$ cat config.mk
export PLATFORM = sky130hd
export DESIGN_NAME = urg_top
export DESIGN_NICKNAME = d
export VERILOG_FILES = /design/src/design/urg_pkg.sv /design/src/design/urg_counter.sv /design/src/design/urg_idle_flag.sv /design/src/design/urg_top.sv
export SDC_FILE = /design/constraint.sdc
export NUM_CORES = 1
export LEC_CHECK = 0
export BUFFER_PORTS_ARGS = -buffer_cell sky130_fd_sc_hd__buf_2
export CAP_MARGIN = 20
export CORE_UTILIZATION = 50
export DETAILED_ROUTE_END_ITERATION = 8
export PLACE_DENSITY = 0.78
export SYNTH_ARGS = -nofsm -noshare
export SYNTH_HDL_FRONTEND = slang
export SYNTH_SLANG_ARGS = --single-unit
$ cat constraint.sdc
create_clock -name pclk -period 3.21 [get_ports pclk]
set_input_delay 0.4815 -clock pclk [delete_from_list [all_inputs] [get_ports pclk]]
set_output_delay 0.4815 -clock pclk [all_outputs]
set_load 0.05 [all_outputs]
$ cat src/design/urg_pkg.sv
// package of the baud rate generator: register map, field positions,
// reset values, prescale terminals and the state record of the top.
// assumes a 32-bit apb with byte addresses and one word per register.
package urg_pkg;

  // ----------------------------------------------------------------
  // register byte offsets
  // ----------------------------------------------------------------
  localparam logic [7:0] OFF_BAUD_CONTROL = 8'h00;
  localparam logic [7:0] OFF_RECEIVE_STATUS_CONTROL = 8'h04;
  localparam logic [7:0] OFF_DIVISOR_LOW = 8'h08;
  localparam logic [7:0] OFF_DIVISOR_HIGH = 8'h0c;
  localparam logic [7:0] OFF_TRANSMIT_STATUS_CONTROL = 8'h10;

  // ----------------------------------------------------------------
  // baud_control fields
  // ----------------------------------------------------------------
  localparam int BAUD_AUTOBAUD_OVERFLOW = 7;
  localparam int BAUD_RECEIVE_IDLE = 6;
  localparam int BAUD_CLOCK_POLARITY = 4;
  localparam int BAUD_WIDE_DIVIDER_SELECT = 3;
  localparam int BAUD_WAKE_ENABLE = 1;
  localparam int BAUD_AUTOBAUD_ENABLE = 0;
  localparam logic [7:0] BAUD_WRITE_MASK = 8'h1b;
  localparam logic [7:0] BAUD_RESET = 8'h40;

  // ----------------------------------------------------------------
  // transmit_status_control fields
  // ----------------------------------------------------------------
  localparam int TX_CLOCK_SOURCE = 7;
  localparam int TX_NINE_BIT = 6;
  localparam int TX_ENABLE = 5;
  localparam int TX_SYNC_MODE = 4;
  localparam int TX_SEND_BREAK = 3;
  localparam int TX_HIGH_SPEED_SELECT = 2;
  localparam int TX_SHIFT_EMPTY = 1;
  localparam int TX_NINTH_BIT = 0;
  localparam logic [7:0] TX_WRITE_MASK = 8'hfd;
  localparam logic [7:0] TX_RESET = 8'h02;

  // ----------------------------------------------------------------
  // receive_status_control fields
  // ----------------------------------------------------------------
  localparam int RX_PORT_ENABLE = 7;
  localparam int RX_NINE_BIT = 6;
  localparam int RX_SINGLE_RECEIVE = 5;
  localparam int RX_CONTINUOUS_RECEIVE = 4;
  localparam int RX_ADDRESS_DETECT = 3;
  localparam int RX_FRAMING_ERROR = 2;
  localparam int RX_OVERRUN_ERROR = 1;
  localparam int RX_NINTH_BIT = 0;
  localparam logic [7:0] RX_WRITE_MASK = 8'hf8;
  localparam logic [7:0] RX_RESET = 8'h00;

  localparam logic [7:0] DIVISOR_RESET = 8'h00;

  // ----------------------------------------------------------------
  // prescale terminals: the prescaler counts 0..last, so it
  // divides by last+1 (64, 16 or 4)
  // ----------------------------------------------------------------
  localparam int PRESCALE_WIDTH = 6;
  localparam logic [5:0] PRESCALE_LAST_64 = 6'h3f;
  localparam logic [5:0] PRESCALE_LAST_16 = 6'h0f;
  localparam logic [5:0] PRESCALE_LAST_4 = 6'h03;

  typedef struct packed {
    logic [7:0] baud_control;
    logic [7:0] transmit_control;
    logic [7:0] receive_control;
    logic [7:0] divisor_low;
    logic [7:0] divisor_high;
    logic [31:0] read_data;
    logic rate_tick;
  } urg_state_type;

endpackage

$ cat src/design/urg_counter.sv
// up counter that wraps to zero once it reaches a limit.
// assumes advance and clear come from logic on pclk.
`timescale 1ns/1ps
`default_nettype none
module urg_counter #(
  parameter int WIDTH = 16
) (
  input wire logic pclk,
  input wire logic presetn,
  input wire logic clear,
  input wire logic advance,
  input wire logic [WIDTH-1:0] limit,
  output logic wrap
);

  typedef struct packed {
    logic [WIDTH-1:0] count;
  } urg_counter_state_type;

  urg_counter_state_type state;
  urg_counter_state_type next_state;

  generate
    if (WIDTH < 1 || WIDTH > 32) begin : g_bad_width
      $error("urg_counter width must be 1 to 32");
    end
  endgenerate

  // greater-or-equal so a smaller limit written mid-count still wraps
  assign wrap = advance & (state.count >= limit);

  always_comb begin
    next_state = state;
    if (clear) begin
      next_state.count = '0;
    end else if (wrap) begin
      next_state.count = '0;
    end else if (advance) begin
      next_state.count = state.count + WIDTH'(1);
    end
  end

  always_ff @(posedge pclk or negedge presetn) begin
    if (!presetn) begin
      state <= '0;
    end else begin
      state <= next_state;
    end
  end

endmodule
`default_nettype wire

$ cat src/design/urg_idle_flag.sv
// receive idle flag: high while the receiver waits for a start bit.
// assumes start and done are one-cycle pulses on pclk from the receiver.
`timescale 1ns/1ps
`default_nettype none
module urg_idle_flag (
  input wire logic pclk,
  input wire logic presetn,
  input wire logic enable,
  input wire logic start,
  input wire logic done,
  output logic idle
);

  typedef struct packed {
    logic idle;
  } urg_idle_state_type;

  urg_idle_state_type state;
  urg_idle_state_type next_state;

  assign idle = state.idle;

  // a start in the same cycle as a done opens the next frame
  always_comb begin
    next_state = state;
    if (!enable) begin
      next_state.idle = 1'b1;
    end else if (start) begin
      next_state.idle = 1'b0; // [RQ12]
    end else if (done) begin
      next_state.idle = 1'b1; // [RQ12]
    end
  end

  always_ff @(posedge pclk or negedge presetn) begin
    if (!presetn) begin
      state <= '{idle: 1'b1};
    end else begin
      state <= next_state;
    end
  end

endmodule
`default_nettype wire

$ cat src/design/urg_top.sv
// baud rate generator of the serial port with its apb register file.
// assumes the transmit and receive shift logic run on pclk and take
// rate_tick as their bit-rate timing; their status arrives here as
// same-clock levels and pulses, so no synchronisers are needed.
//
// Local design decisions: register access over APB and the register offsets.
`timescale 1ns/1ps
`default_nettype none

// Summary of operation
// [RQ1] one rate timer, 8 or 16 bits
// [RQ2] 8-bit after reset; wide select gives 16
// [RQ3] divisor pair n sets free-running period
// [RQ4] async multiplier from high-speed and wide bits
// [RQ5] sync mode ignores high-speed select
// [RQ6] divisor write clears the timer at once
// [RQ7] async 8-bit low speed: clock/(64(n+1))
// [RQ8] async 16-bit low speed: clock/(16(n+1))
// [RQ9] sync 8-bit: clock/(4(n+1))
// [RQ10] other modes divide by 16 or 4
// [RQ11] software checks idle before clock change
// [RQ12] idle flag high until start bit seen
module urg_top #(
  parameter int ADDR_WIDTH = 8
) (
  input wire logic pclk,
  input wire logic presetn,
  input wire logic psel,
  input wire logic penable,
  input wire logic pwrite,
  input wire logic [ADDR_WIDTH-1:0] paddr,
  input wire logic [31:0] pwdata,
  output logic [31:0] prdata,
  output logic pready,
  output logic pslverr,
  input wire logic tx_shift_empty,
  input wire logic tx_break_done,
  input wire logic rx_start,
  input wire logic rx_done,
  input wire logic rx_single_done,
  input wire logic rx_framing_error,
  input wire logic rx_overrun_error,
  input wire logic rx_ninth_bit,
  input wire logic autobaud_overflow,
  input wire logic autobaud_done,
  input wire logic wake_done,
  output logic rate_tick,
  output logic [7:0] baud_mode,
  output logic [7:0] transmit_mode,
  output logic [7:0] receive_mode
);

  // ----------------------------------------------------------------
  // elaboration checks
  // ----------------------------------------------------------------
  generate
    if (ADDR_WIDTH < 8 || ADDR_WIDTH > 32) begin : g_bad_addr
      $error("urg_top address width must be 8 to 32");
    end
  endgenerate

  // ----------------------------------------------------------------
  // state
  // ----------------------------------------------------------------
  urg_pkg::urg_state_type state;
  urg_pkg::urg_state_type next_state;

  logic setup_phase;
  logic access_phase;
  logic write_strobe;
  logic [7:0] word_addr;
  logic addr_aligned;
  logic hit_baud;
  logic hit_receive;
  logic hit_low;
  logic hit_high;
  logic hit_transmit;
  logic hit_any;
  logic [7:0] write_byte;

  logic port_enable;
  logic sync_mode;
  logic high_speed;
  logic wide_divider;
  logic receive_idle;
  logic clear_timer;
  logic [urg_pkg::PRESCALE_WIDTH-1:0] prescale_last;
  logic [15:0] divisor_value;
  logic prescale_wrap;
  logic timer_wrap;

  logic [7:0] baud_view;
  logic [7:0] receive_view;
  logic [7:0] transmit_view;
  logic [7:0] read_byte;

  // ----------------------------------------------------------------
  // apb decode
  // ----------------------------------------------------------------
  // the read word is captured in the setup cycle so prdata comes from
  // a flop; the access cycle then completes at once with pready high.
  assign setup_phase = psel & ~penable;
  assign access_phase = psel & penable;
  assign write_strobe = access_phase & pwrite & hit_any;
  assign word_addr = paddr[7:0];
  // bits above the map must be zero, so aliases answer as unmapped;
  // an 8-bit bus has no such bits and a reversed select would not build
  generate
    if (ADDR_WIDTH > 8) begin : g_upper_addr
      assign addr_aligned = (paddr[ADDR_WIDTH-1:8] == '0);
    end else begin : g_no_upper_addr
      assign addr_aligned = 1'b1;
    end
  endgenerate
  assign hit_baud = addr_aligned & (word_addr == urg_pkg::OFF_BAUD_CONTROL);
  assign hit_receive = addr_aligned & (word_addr == urg_pkg::OFF_RECEIVE_STATUS_CONTROL);
  assign hit_low = addr_aligned & (word_addr == urg_pkg::OFF_DIVISOR_LOW);
  assign hit_high = addr_aligned & (word_addr == urg_pkg::OFF_DIVISOR_HIGH);
  assign hit_transmit = addr_aligned & (word_addr == urg_pkg::OFF_TRANSMIT_STATUS_CONTROL);
  assign hit_any = hit_baud | hit_receive | hit_low | hit_high | hit_transmit;
  assign write_byte = pwdata[7:0];

  assign pready = 1'b1;
  assign pslverr = access_phase & ~hit_any;
  assign prdata = state.read_data;

  // ----------------------------------------------------------------
  // mode decode
  // ----------------------------------------------------------------
  assign port_enable = state.receive_control[urg_pkg::RX_PORT_ENABLE];
  assign sync_mode = state.transmit_control[urg_pkg::TX_SYNC_MODE];
  assign high_speed = state.transmit_control[urg_pkg::TX_HIGH_SPEED_SELECT];
  assign wide_divider = state.baud_control[urg_pkg::BAUD_WIDE_DIVIDER_SELECT]; // [RQ2]

  // in 8-bit mode only the low byte counts; the high byte is kept
  always_comb begin
    if (wide_divider) begin
      divisor_value = {state.divisor_high, state.divisor_low}; // [RQ1] [RQ3]
    end else begin
      divisor_value = {8'h00, state.divisor_low}; // [RQ1] [RQ2]
    end
  end

  // divide factor: the prescaler supplies 64, 16 or 4
  always_comb begin
    if (sync_mode) begin
      prescale_last = urg_pkg::PRESCALE_LAST_4; // [RQ5] [RQ9] [RQ10]
    end else begin
      unique case ({wide_divider, high_speed}) // [RQ4]
        2'b00: prescale_last = urg_pkg::PRESCALE_LAST_64; // [RQ7]
        2'b01: prescale_last = urg_pkg::PRESCALE_LAST_16; // [RQ10]
        2'b10: prescale_last = urg_pkg::PRESCALE_LAST_16; // [RQ8]
        2'b11: prescale_last = urg_pkg::PRESCALE_LAST_4; // [RQ10]
      endcase
    end
  end

  // a disabled port holds the timer cleared, as in reset
  assign clear_timer = (write_strobe & (hit_low | hit_high)) | ~port_enable; // [RQ6]

  // ----------------------------------------------------------------
  // rate timer
  // ----------------------------------------------------------------
  // period = (prescale_last+1) * (n+1) clocks; the timer runs free and
  // restarts from zero after every wrap.
  urg_counter #(
    .WIDTH(urg_pkg::PRESCALE_WIDTH)
  ) u_prescale (
    .pclk(pclk),
    .presetn(presetn),
    .clear(clear_timer),
    .advance(1'b1),
    .limit(prescale_last),
    .wrap(prescale_wrap)
  );

  urg_counter #(
    .WIDTH(16)
  ) u_timer (
    .pclk(pclk),
    .presetn(presetn),
    .clear(clear_timer),
    .advance(prescale_wrap),
    .limit(divisor_value),
    .wrap(timer_wrap)
  );

  assign rate_tick = state.rate_tick;

  // ----------------------------------------------------------------
  // receive idle flag
  // ----------------------------------------------------------------
  urg_idle_flag u_idle (
    .pclk(pclk),
    .presetn(presetn),
    .enable(port_enable),
    .start(rx_start),
    .done(rx_done),
    .idle(receive_idle)
  );

  // ----------------------------------------------------------------
  // read views: stored bits merged with live status
  // ----------------------------------------------------------------
  always_comb begin
    baud_view = state.baud_control & urg_pkg::BAUD_WRITE_MASK;
    baud_view[urg_pkg::BAUD_AUTOBAUD_OVERFLOW] = autobaud_overflow;
    baud_view[urg_pkg::BAUD_RECEIVE_IDLE] = receive_idle; // [RQ12] [RQ11]
  end

  always_comb begin
    receive_view = state.receive_control & urg_pkg::RX_WRITE_MASK;
    receive_view[urg_pkg::RX_FRAMING_ERROR] = rx_framing_error;
    receive_view[urg_pkg::RX_OVERRUN_ERROR] = rx_overrun_error;
    receive_view[urg_pkg::RX_NINTH_BIT] = rx_ninth_bit;
  end

  always_comb begin
    transmit_view = state.transmit_control & urg_pkg::TX_WRITE_MASK;
    transmit_view[urg_pkg::TX_SHIFT_EMPTY] = tx_shift_empty;
  end

  always_comb begin
    read_byte = 8'h00;
    if (hit_baud) begin
      read_byte = baud_view;
    end else if (hit_receive) begin
      read_byte = receive_view;
    end else if (hit_low) begin
      read_byte = state.divisor_low;
    end else if (hit_high) begin
      read_byte = state.divisor_high;
    end else if (hit_transmit) begin
      read_byte = transmit_view;
    end
  end

  // ----------------------------------------------------------------
  // mode outputs to the shift logic
  // ----------------------------------------------------------------
  assign baud_mode = baud_view;
  assign transmit_mode = transmit_view;
  assign receive_mode = receive_view;

  // ----------------------------------------------------------------
  // next state
  // ----------------------------------------------------------------
  // self-clearing bits drop on the completion pulse, but a software
  // write in the same cycle is newer and wins.
  always_comb begin
    next_state = state;
    next_state.rate_tick = prescale_wrap & timer_wrap & ~clear_timer; // [RQ3]

    if (tx_break_done) begin
      next_state.transmit_control[urg_pkg::TX_SEND_BREAK] = 1'b0;
    end
    if (rx_single_done) begin
      next_state.receive_control[urg_pkg::RX_SINGLE_RECEIVE] = 1'b0;
    end
    if (autobaud_done) begin
      next_state.baud_control[urg_pkg::BAUD_AUTOBAUD_ENABLE] = 1'b0;
    end
    if (wake_done) begin
      next_state.baud_control[urg_pkg::BAUD_WAKE_ENABLE] = 1'b0;
    end

    if (setup_phase) begin
      next_state.read_data = {24'h000000, read_byte};
    end

    if (write_strobe) begin
      if (hit_baud) begin
        next_state.baud_control = write_byte & urg_pkg::BAUD_WRITE_MASK; // [RQ2]
      end
      if (hit_receive) begin
        next_state.receive_control = write_byte & urg_pkg::RX_WRITE_MASK;
      end
      if (hit_low) begin
        next_state.divisor_low = write_byte; // [RQ3]
      end
      if (hit_high) begin
        next_state.divisor_high = write_byte; // [RQ3]
      end
      if (hit_transmit) begin
        next_state.transmit_control = write_byte & urg_pkg::TX_WRITE_MASK; // [RQ4]
      end
    end
  end

  // ----------------------------------------------------------------
  // registers
  // ----------------------------------------------------------------
  always_ff @(posedge pclk or negedge presetn) begin
    if (!presetn) begin
      state.baud_control <= urg_pkg::BAUD_RESET & urg_pkg::BAUD_WRITE_MASK;
      state.transmit_control <= urg_pkg::TX_RESET & urg_pkg::TX_WRITE_MASK;
      state.receive_control <= urg_pkg::RX_RESET;
      state.divisor_low <= urg_pkg::DIVISOR_RESET;
      state.divisor_high <= urg_pkg::DIVISOR_RESET;
      state.read_data <= 32'h00000000;
      state.rate_tick <= 1'b0;
    end else begin
      state <= next_state;
    end
  end

endmodule
`default_nettype wire

**Word-level counts from Yosys, hierarchy flattened**

Index checks and enable logic that the tools add are counted.

- Register bits: 64
- Input port bits: 56
- Output and inout port bits: 59

- Add/sub/neg operators: 2
- Magnitude comparators: 2
- Equality and inequality tests: 8
- Muxes and demuxes: 26
- Bitwise logic cells: 19
- Reductions and logical operators: 9

Operator list:

| cell | number |
|---|---|
| $mux 8 | 9 |
| $mux 16 | 4 |
| $mux 34 | 1 |
| $mux 6 | 3 |
| $pmux 6 s3 | 1 |
| $add 16x1->16 const B | 1 |
| $eq 8x4->1 const B | 2 |
| $ge 16x16->1 | 1 |
| $reduce_and 2->1 | 5 |
| $and 1x1->1 | 9 |
| $eq 8x3->1 const B | 1 |
| $eq 8x5->1 const B | 1 |
| $logic_not 8->1 | 1 |
| $mux 1 | 7 |
| $add 6x1->6 const B | 1 |
| $ge 6x6->1 | 1 |
| $or 1x1->1 | 6 |
| $eq 2x2->1 const B | 2 |
| $not 1->1 | 4 |
| $ne 3x3->1 const B | 1 |
| $reduce_bool 3->1 | 1 |
| $eq 2x1->1 const B | 1 |
| $logic_not 2->1 | 1 |
| $mux 2 | 1 |
| $reduce_or 2->1 | 1 |

**Depth between registers and ports, before layout**

- Depth in word-level cells: 10
- Gate-level depth with buffers: 11
- Depth with buffers taken out: 8

**Cells and area by module**

From an unflattened synthesis, not the netlist that was laid out.

- Cells, all modules: 457
- Area total of the unflattened synthesis: 4456.8 sq um

By module, submodules not included:

| module | instances | cells each | area each (sq um) |
|---|---|---|---|
| urg_top | 1 | 247 | 2571.2 |
| urg_counter at u_timer | 1 | 153 | 1363.8 |
| urg_counter at u_prescale | 1 | 54 | 486.7 |
| urg_idle_flag | 1 | 3 | 35.0 |

**Least setup slack after synthesis**

Ideal clock, no wire load.

- Path type: reg-to-reg
- Start point: register state (netlist bit baud_mode[3])
- End point: register u_timer.state[10] (netlist name)
- Library setup time: 0.072 ns
- Arrival: 2.382 ns
- Required time: 3.138 ns
- Slack: 0.755 ns
- Cell stages (with the launch flop): 11
- Path buffers: 2
- Path through: dfrtp_1 -> clkbuf_1 -> nand2_1 -> ha_1 -> a21o_1 -> a21o_1 -> a2111oi_0 -> o21ai_0 -> a21o_1 -> buf_1 -> nor2_1

- Cells in the longest elaborated chain, start to end: 8

RTL lines:

| item | RTL line | source |
|---|---|---|
| start: declaration | urg_top.sv:65 | `urg_pkg::urg_state_type state;` |
| start signal: assignment | urg_top.sv:303 | `state <= next_state;` |
| $eq 2x2->1 / $eq 2x1->1 (equally long branches) | urg_top.sv:149 | `unique case ({wide_divider, high_speed})` |
| $reduce_or 2->1 (no source line) | - |  |
| $pmux 6 s3 | urg_top.sv:149 |  |
| $mux 6 | urg_top.sv:146 | `if (sync_mode) begin` |
| $ge 6x6->1 | urg_counter.sv:30 | `assign wrap = advance & (state.count >= limit);` |
| $and 1x1->1 | urg_counter.sv:30 |  |
| $mux 16 | urg_counter.sv:36 | `end else if (wrap) begin` |
| $mux 16 | urg_counter.sv:34 | `if (clear) begin` |
| end signal: assignment | urg_counter.sv:47 | `state <= next_state;` |
| end: declaration | urg_counter.sv:20 | `urg_counter_state_type state;` |

Several ways; a longest one is shown, not always the timed one. The select of a mux whose other input is x is not followed.
A chain may end at the register's enable or synchronous reset.

**Final worst setup path**

- Start point: register state (netlist bit baud_mode[3])
- End point: register u_timer.state[1] (netlist name)

Same word-level chain as after synthesis.

==> flow_summary.ini <==
[sta]
worst_pin_slew_ns = 0.817
setup_viol = 0
period_share = 0.868
max_clock_freq_ghz = 0.359
final.setup_skew_ns = 0.0100
fin_hold_ws_ns = 0.285
relSlewSlack = 0.451
rsz0062_at_grt = false
slew_violations = 0
setup_tns_ns = 0
timing_hold_violations_final = 0
min_period_ns = 2.79

[setup_path]
slowest_stage = dfrtp_1
cp_slowest_stage_delay_ns = 0.61
path_class = register to register
cp_top_family = compound AO/OA/AOI/OAI gates
cp.required_ns = 3.49
crit_top_cell = a21o_1
critical_path_peak_fanout = 15
path_buf_inv = 0
path_cells = nand2_1 -> ha_1 -> a21o_1 -> a21o_1 -> a2111oi_0 -> o21ai_0 -> a21o_1 -> o21ai_0
cp-start-kind = register
endpoint_kind = register
cp.arrival_ns = 3.06

[power_and_ir_drop]
pwr-share-seq = 0.451
clkPwrFrac = 0.441
power.density_nw_per_um2 = 421
vdd_ir_drop_max_uv = 204
internal-power_mw = 1.30
combPwrFrac = 0.107
p_leak_nw = 2.12
netSwitchingFraction = 0.285
total_power_mw = 1.81
p_switching_mw = 0.516

[clocking]
cts.hold.buffers_added = 0
ctsResizeCount = 0
cts_buffers = 9
clock-sinks = 64
clock_latency_ns = 0.36
postCtsSetupBuffers = 0
clockBufferDepth = 2
cts_max_level = 3
cts_tree = built
root_buffer = clkbuf_8
path_clk_slew_ns = 0.08

[grt]
grt_pass1_vias = 2987
antenna_found_initial = 0
grt_pass1_wl_um = 14200
track_usage = 0.220
grt_max_degree = 65
grt_overflow = 0

[placement]
gp_congestion = 0.880
portBuffers = 63
hpwl_um = 6120

[finish]
diodes = 0
postLayoutCoreUtil = 0.556
drive_above_1_share = 0.267
synthToLayoutAreaGrowth_pct = 7.71
fin_nets = 523

[route]
drcViolationCount = 0
wl_per_cell_um = 15.2
via_per_inst = 5.39
via_count = 2976
first_iter_violations = 103
ant_nets = 0
drt_pass1_iterations = 4
wirelength_um = 8370

[run_status]
status = finished, final reports clean

[synthesis]
synth_area_leaders = dfrtp_1 (39%), buf_4 (11%), mux2_2 (7.9%)
synth_area_per_cell_sq_um = 9.71
synth_area_sq_um = 3990
synth_ff_type = dfrtp_1
ys_ff_latch = 64
synth_top_area_cell = dfrtp_1
ys_warn_count = 0
synth_edf_count = 0
ys_types = 46
seq_area_frac_synth = 0.402
async_flop_share = 1.00
synth_top_area_frac = 0.395
syn-instance-count = 411

[hold_path]
hold_path_class = input pin to asynchronous set/reset pin

[floorplan]
die_width_um = 91.3
die_area_sq_um = 8340
boundaryPins = 115
rows = 32
coreArea_sq_um = 7730
start_util = 0.517
die_h_um = 91.3

[flow_run]
cap_violations = 0
layout make-up:
cell class / count / area, sq um
Clock inverter: 7 / 101
Clock buffer: 9 / 124
Tap cell: 102 / 128
Timing Repair Buffer: 67 / 345
Sequential cell: 64 / 1600
Inverter: 13 / 48.8
Fill cell: 685 / 3430
Multi-Input combinational cell: 290 / 1950
per-stage QoR:
stage | instance area, sq um | instances | setup WS (ns)
6_report | 4300 | 552 | 0.424
5_1_grt | 4300 | 552 | 0.175
4_1_cts | 4300 | 552 | 0.379
3_5_place_dp | 4070 | 536 | 0.394
3_3_place_gp | 4070 | 536 | 0.445
2_1_floorplan | 4090 | 436 | 0.755
worst paths after layout:
| path | depth (start not counted) | start | endpoint | slack (ns) |
|---|---|---|---|---|
| worst min register to register | 1 | u_prescale.state[0] | u_prescale.state[0] | 0.46 |
| worst max-delay path | 8 | baud_mode[3] | u_timer.state[1] | 0.42 |
| min in group pclk | 2 | rx_start | u_idle.idle | 0.29 |
| worst max register to register | 8 | baud_mode[3] | u_timer.state[1] | 0.42 |
| max in group asynchronous | 2 | presetn | u_timer.state[14] | 2.41 |
| worst min-delay path | 2 | presetn | baud_mode[0] | 0.28 |
cells in the mapped netlist (2+ instances only):
cell and instances:
nor3_1 7, or3_1 6, a221oi_1 2, nand2_1 35, o21ai_0 25, and2_1 3, nor4_1 2, and3_1 2
ha_1 22, buf_1 2, clkbuf_1 8, a21oi_1 14, inv_1 13, a21boi_0 2, conb_1 2, o32ai_1 2
dfrtp_1 63, nand3_1 10, xnor2_1 7, nor2b_1 2, o22ai_1 3, nor2_1 34, mux2_2 28, a21o_1 8
a22oi_1 3, a211oi_1 2, or4_4 2, nand4_1 7, buf_4 58, xor2_1 10, nand2b_1 7, mux2i_1 6
routing by layer:
metal | up-vias | routed length, um | global-route usage
met5 | - | 0 | 0
met4 | 0 | 225 | 0.0860
met3 | 24 | 436 | 0.0637
met2 | 116 | 4130 | 0.380
met1 | 1429 | 3580 | 0.258
li1 | 1407 | - | -
sequential cells by signal, indices dropped and copies added (netlist names), 4 cells and up:
register and cells:
transmit_mode 7, u_prescale.state 6, state 16, u_timer.state 16
baud_mode 4, prdata 8, receive_mode 5
cell usage in the layout, fill, tap and decap left out, types with 8 or more instances in the layout:
cell type	count
mux2_2	28
nand2_1	35
dfrtp_1	63
buf_2	63
nand3_1	10
ha_1	22
o21ai_0	25
inv_1	13
nor2_1	34
xor2_1	10
conb_1	27
clkbuf_8	9
a21o_1	8
a21oi_1	14
kinds of logic after synthesis:
kind of cell	count (synthesis)	synth area share
AOI/OAI and AO/OA	66	0.107
xor gates and xnor gates	17	0.0373
adders and majority gates	22	0.0690
buffers and inverters	82	0.134
DFF	64	0.402
muxes	34	0.0940
other	2	0.00188
and+or+nand+nor	124	0.156
power by group through the flow:
stage	clock network [mW]	registers, mW	logic [mW]
global placement	0	0.833	0.192
finish	0.799	0.818	0.194
CTS	0.806	0.818	0.195
global route	0.848	0.818	0.209
detailed placement	0	0.834	0.194
floorplan	0	0.831	0.171
No activity file was read; power rests on OpenSTA's default activity.
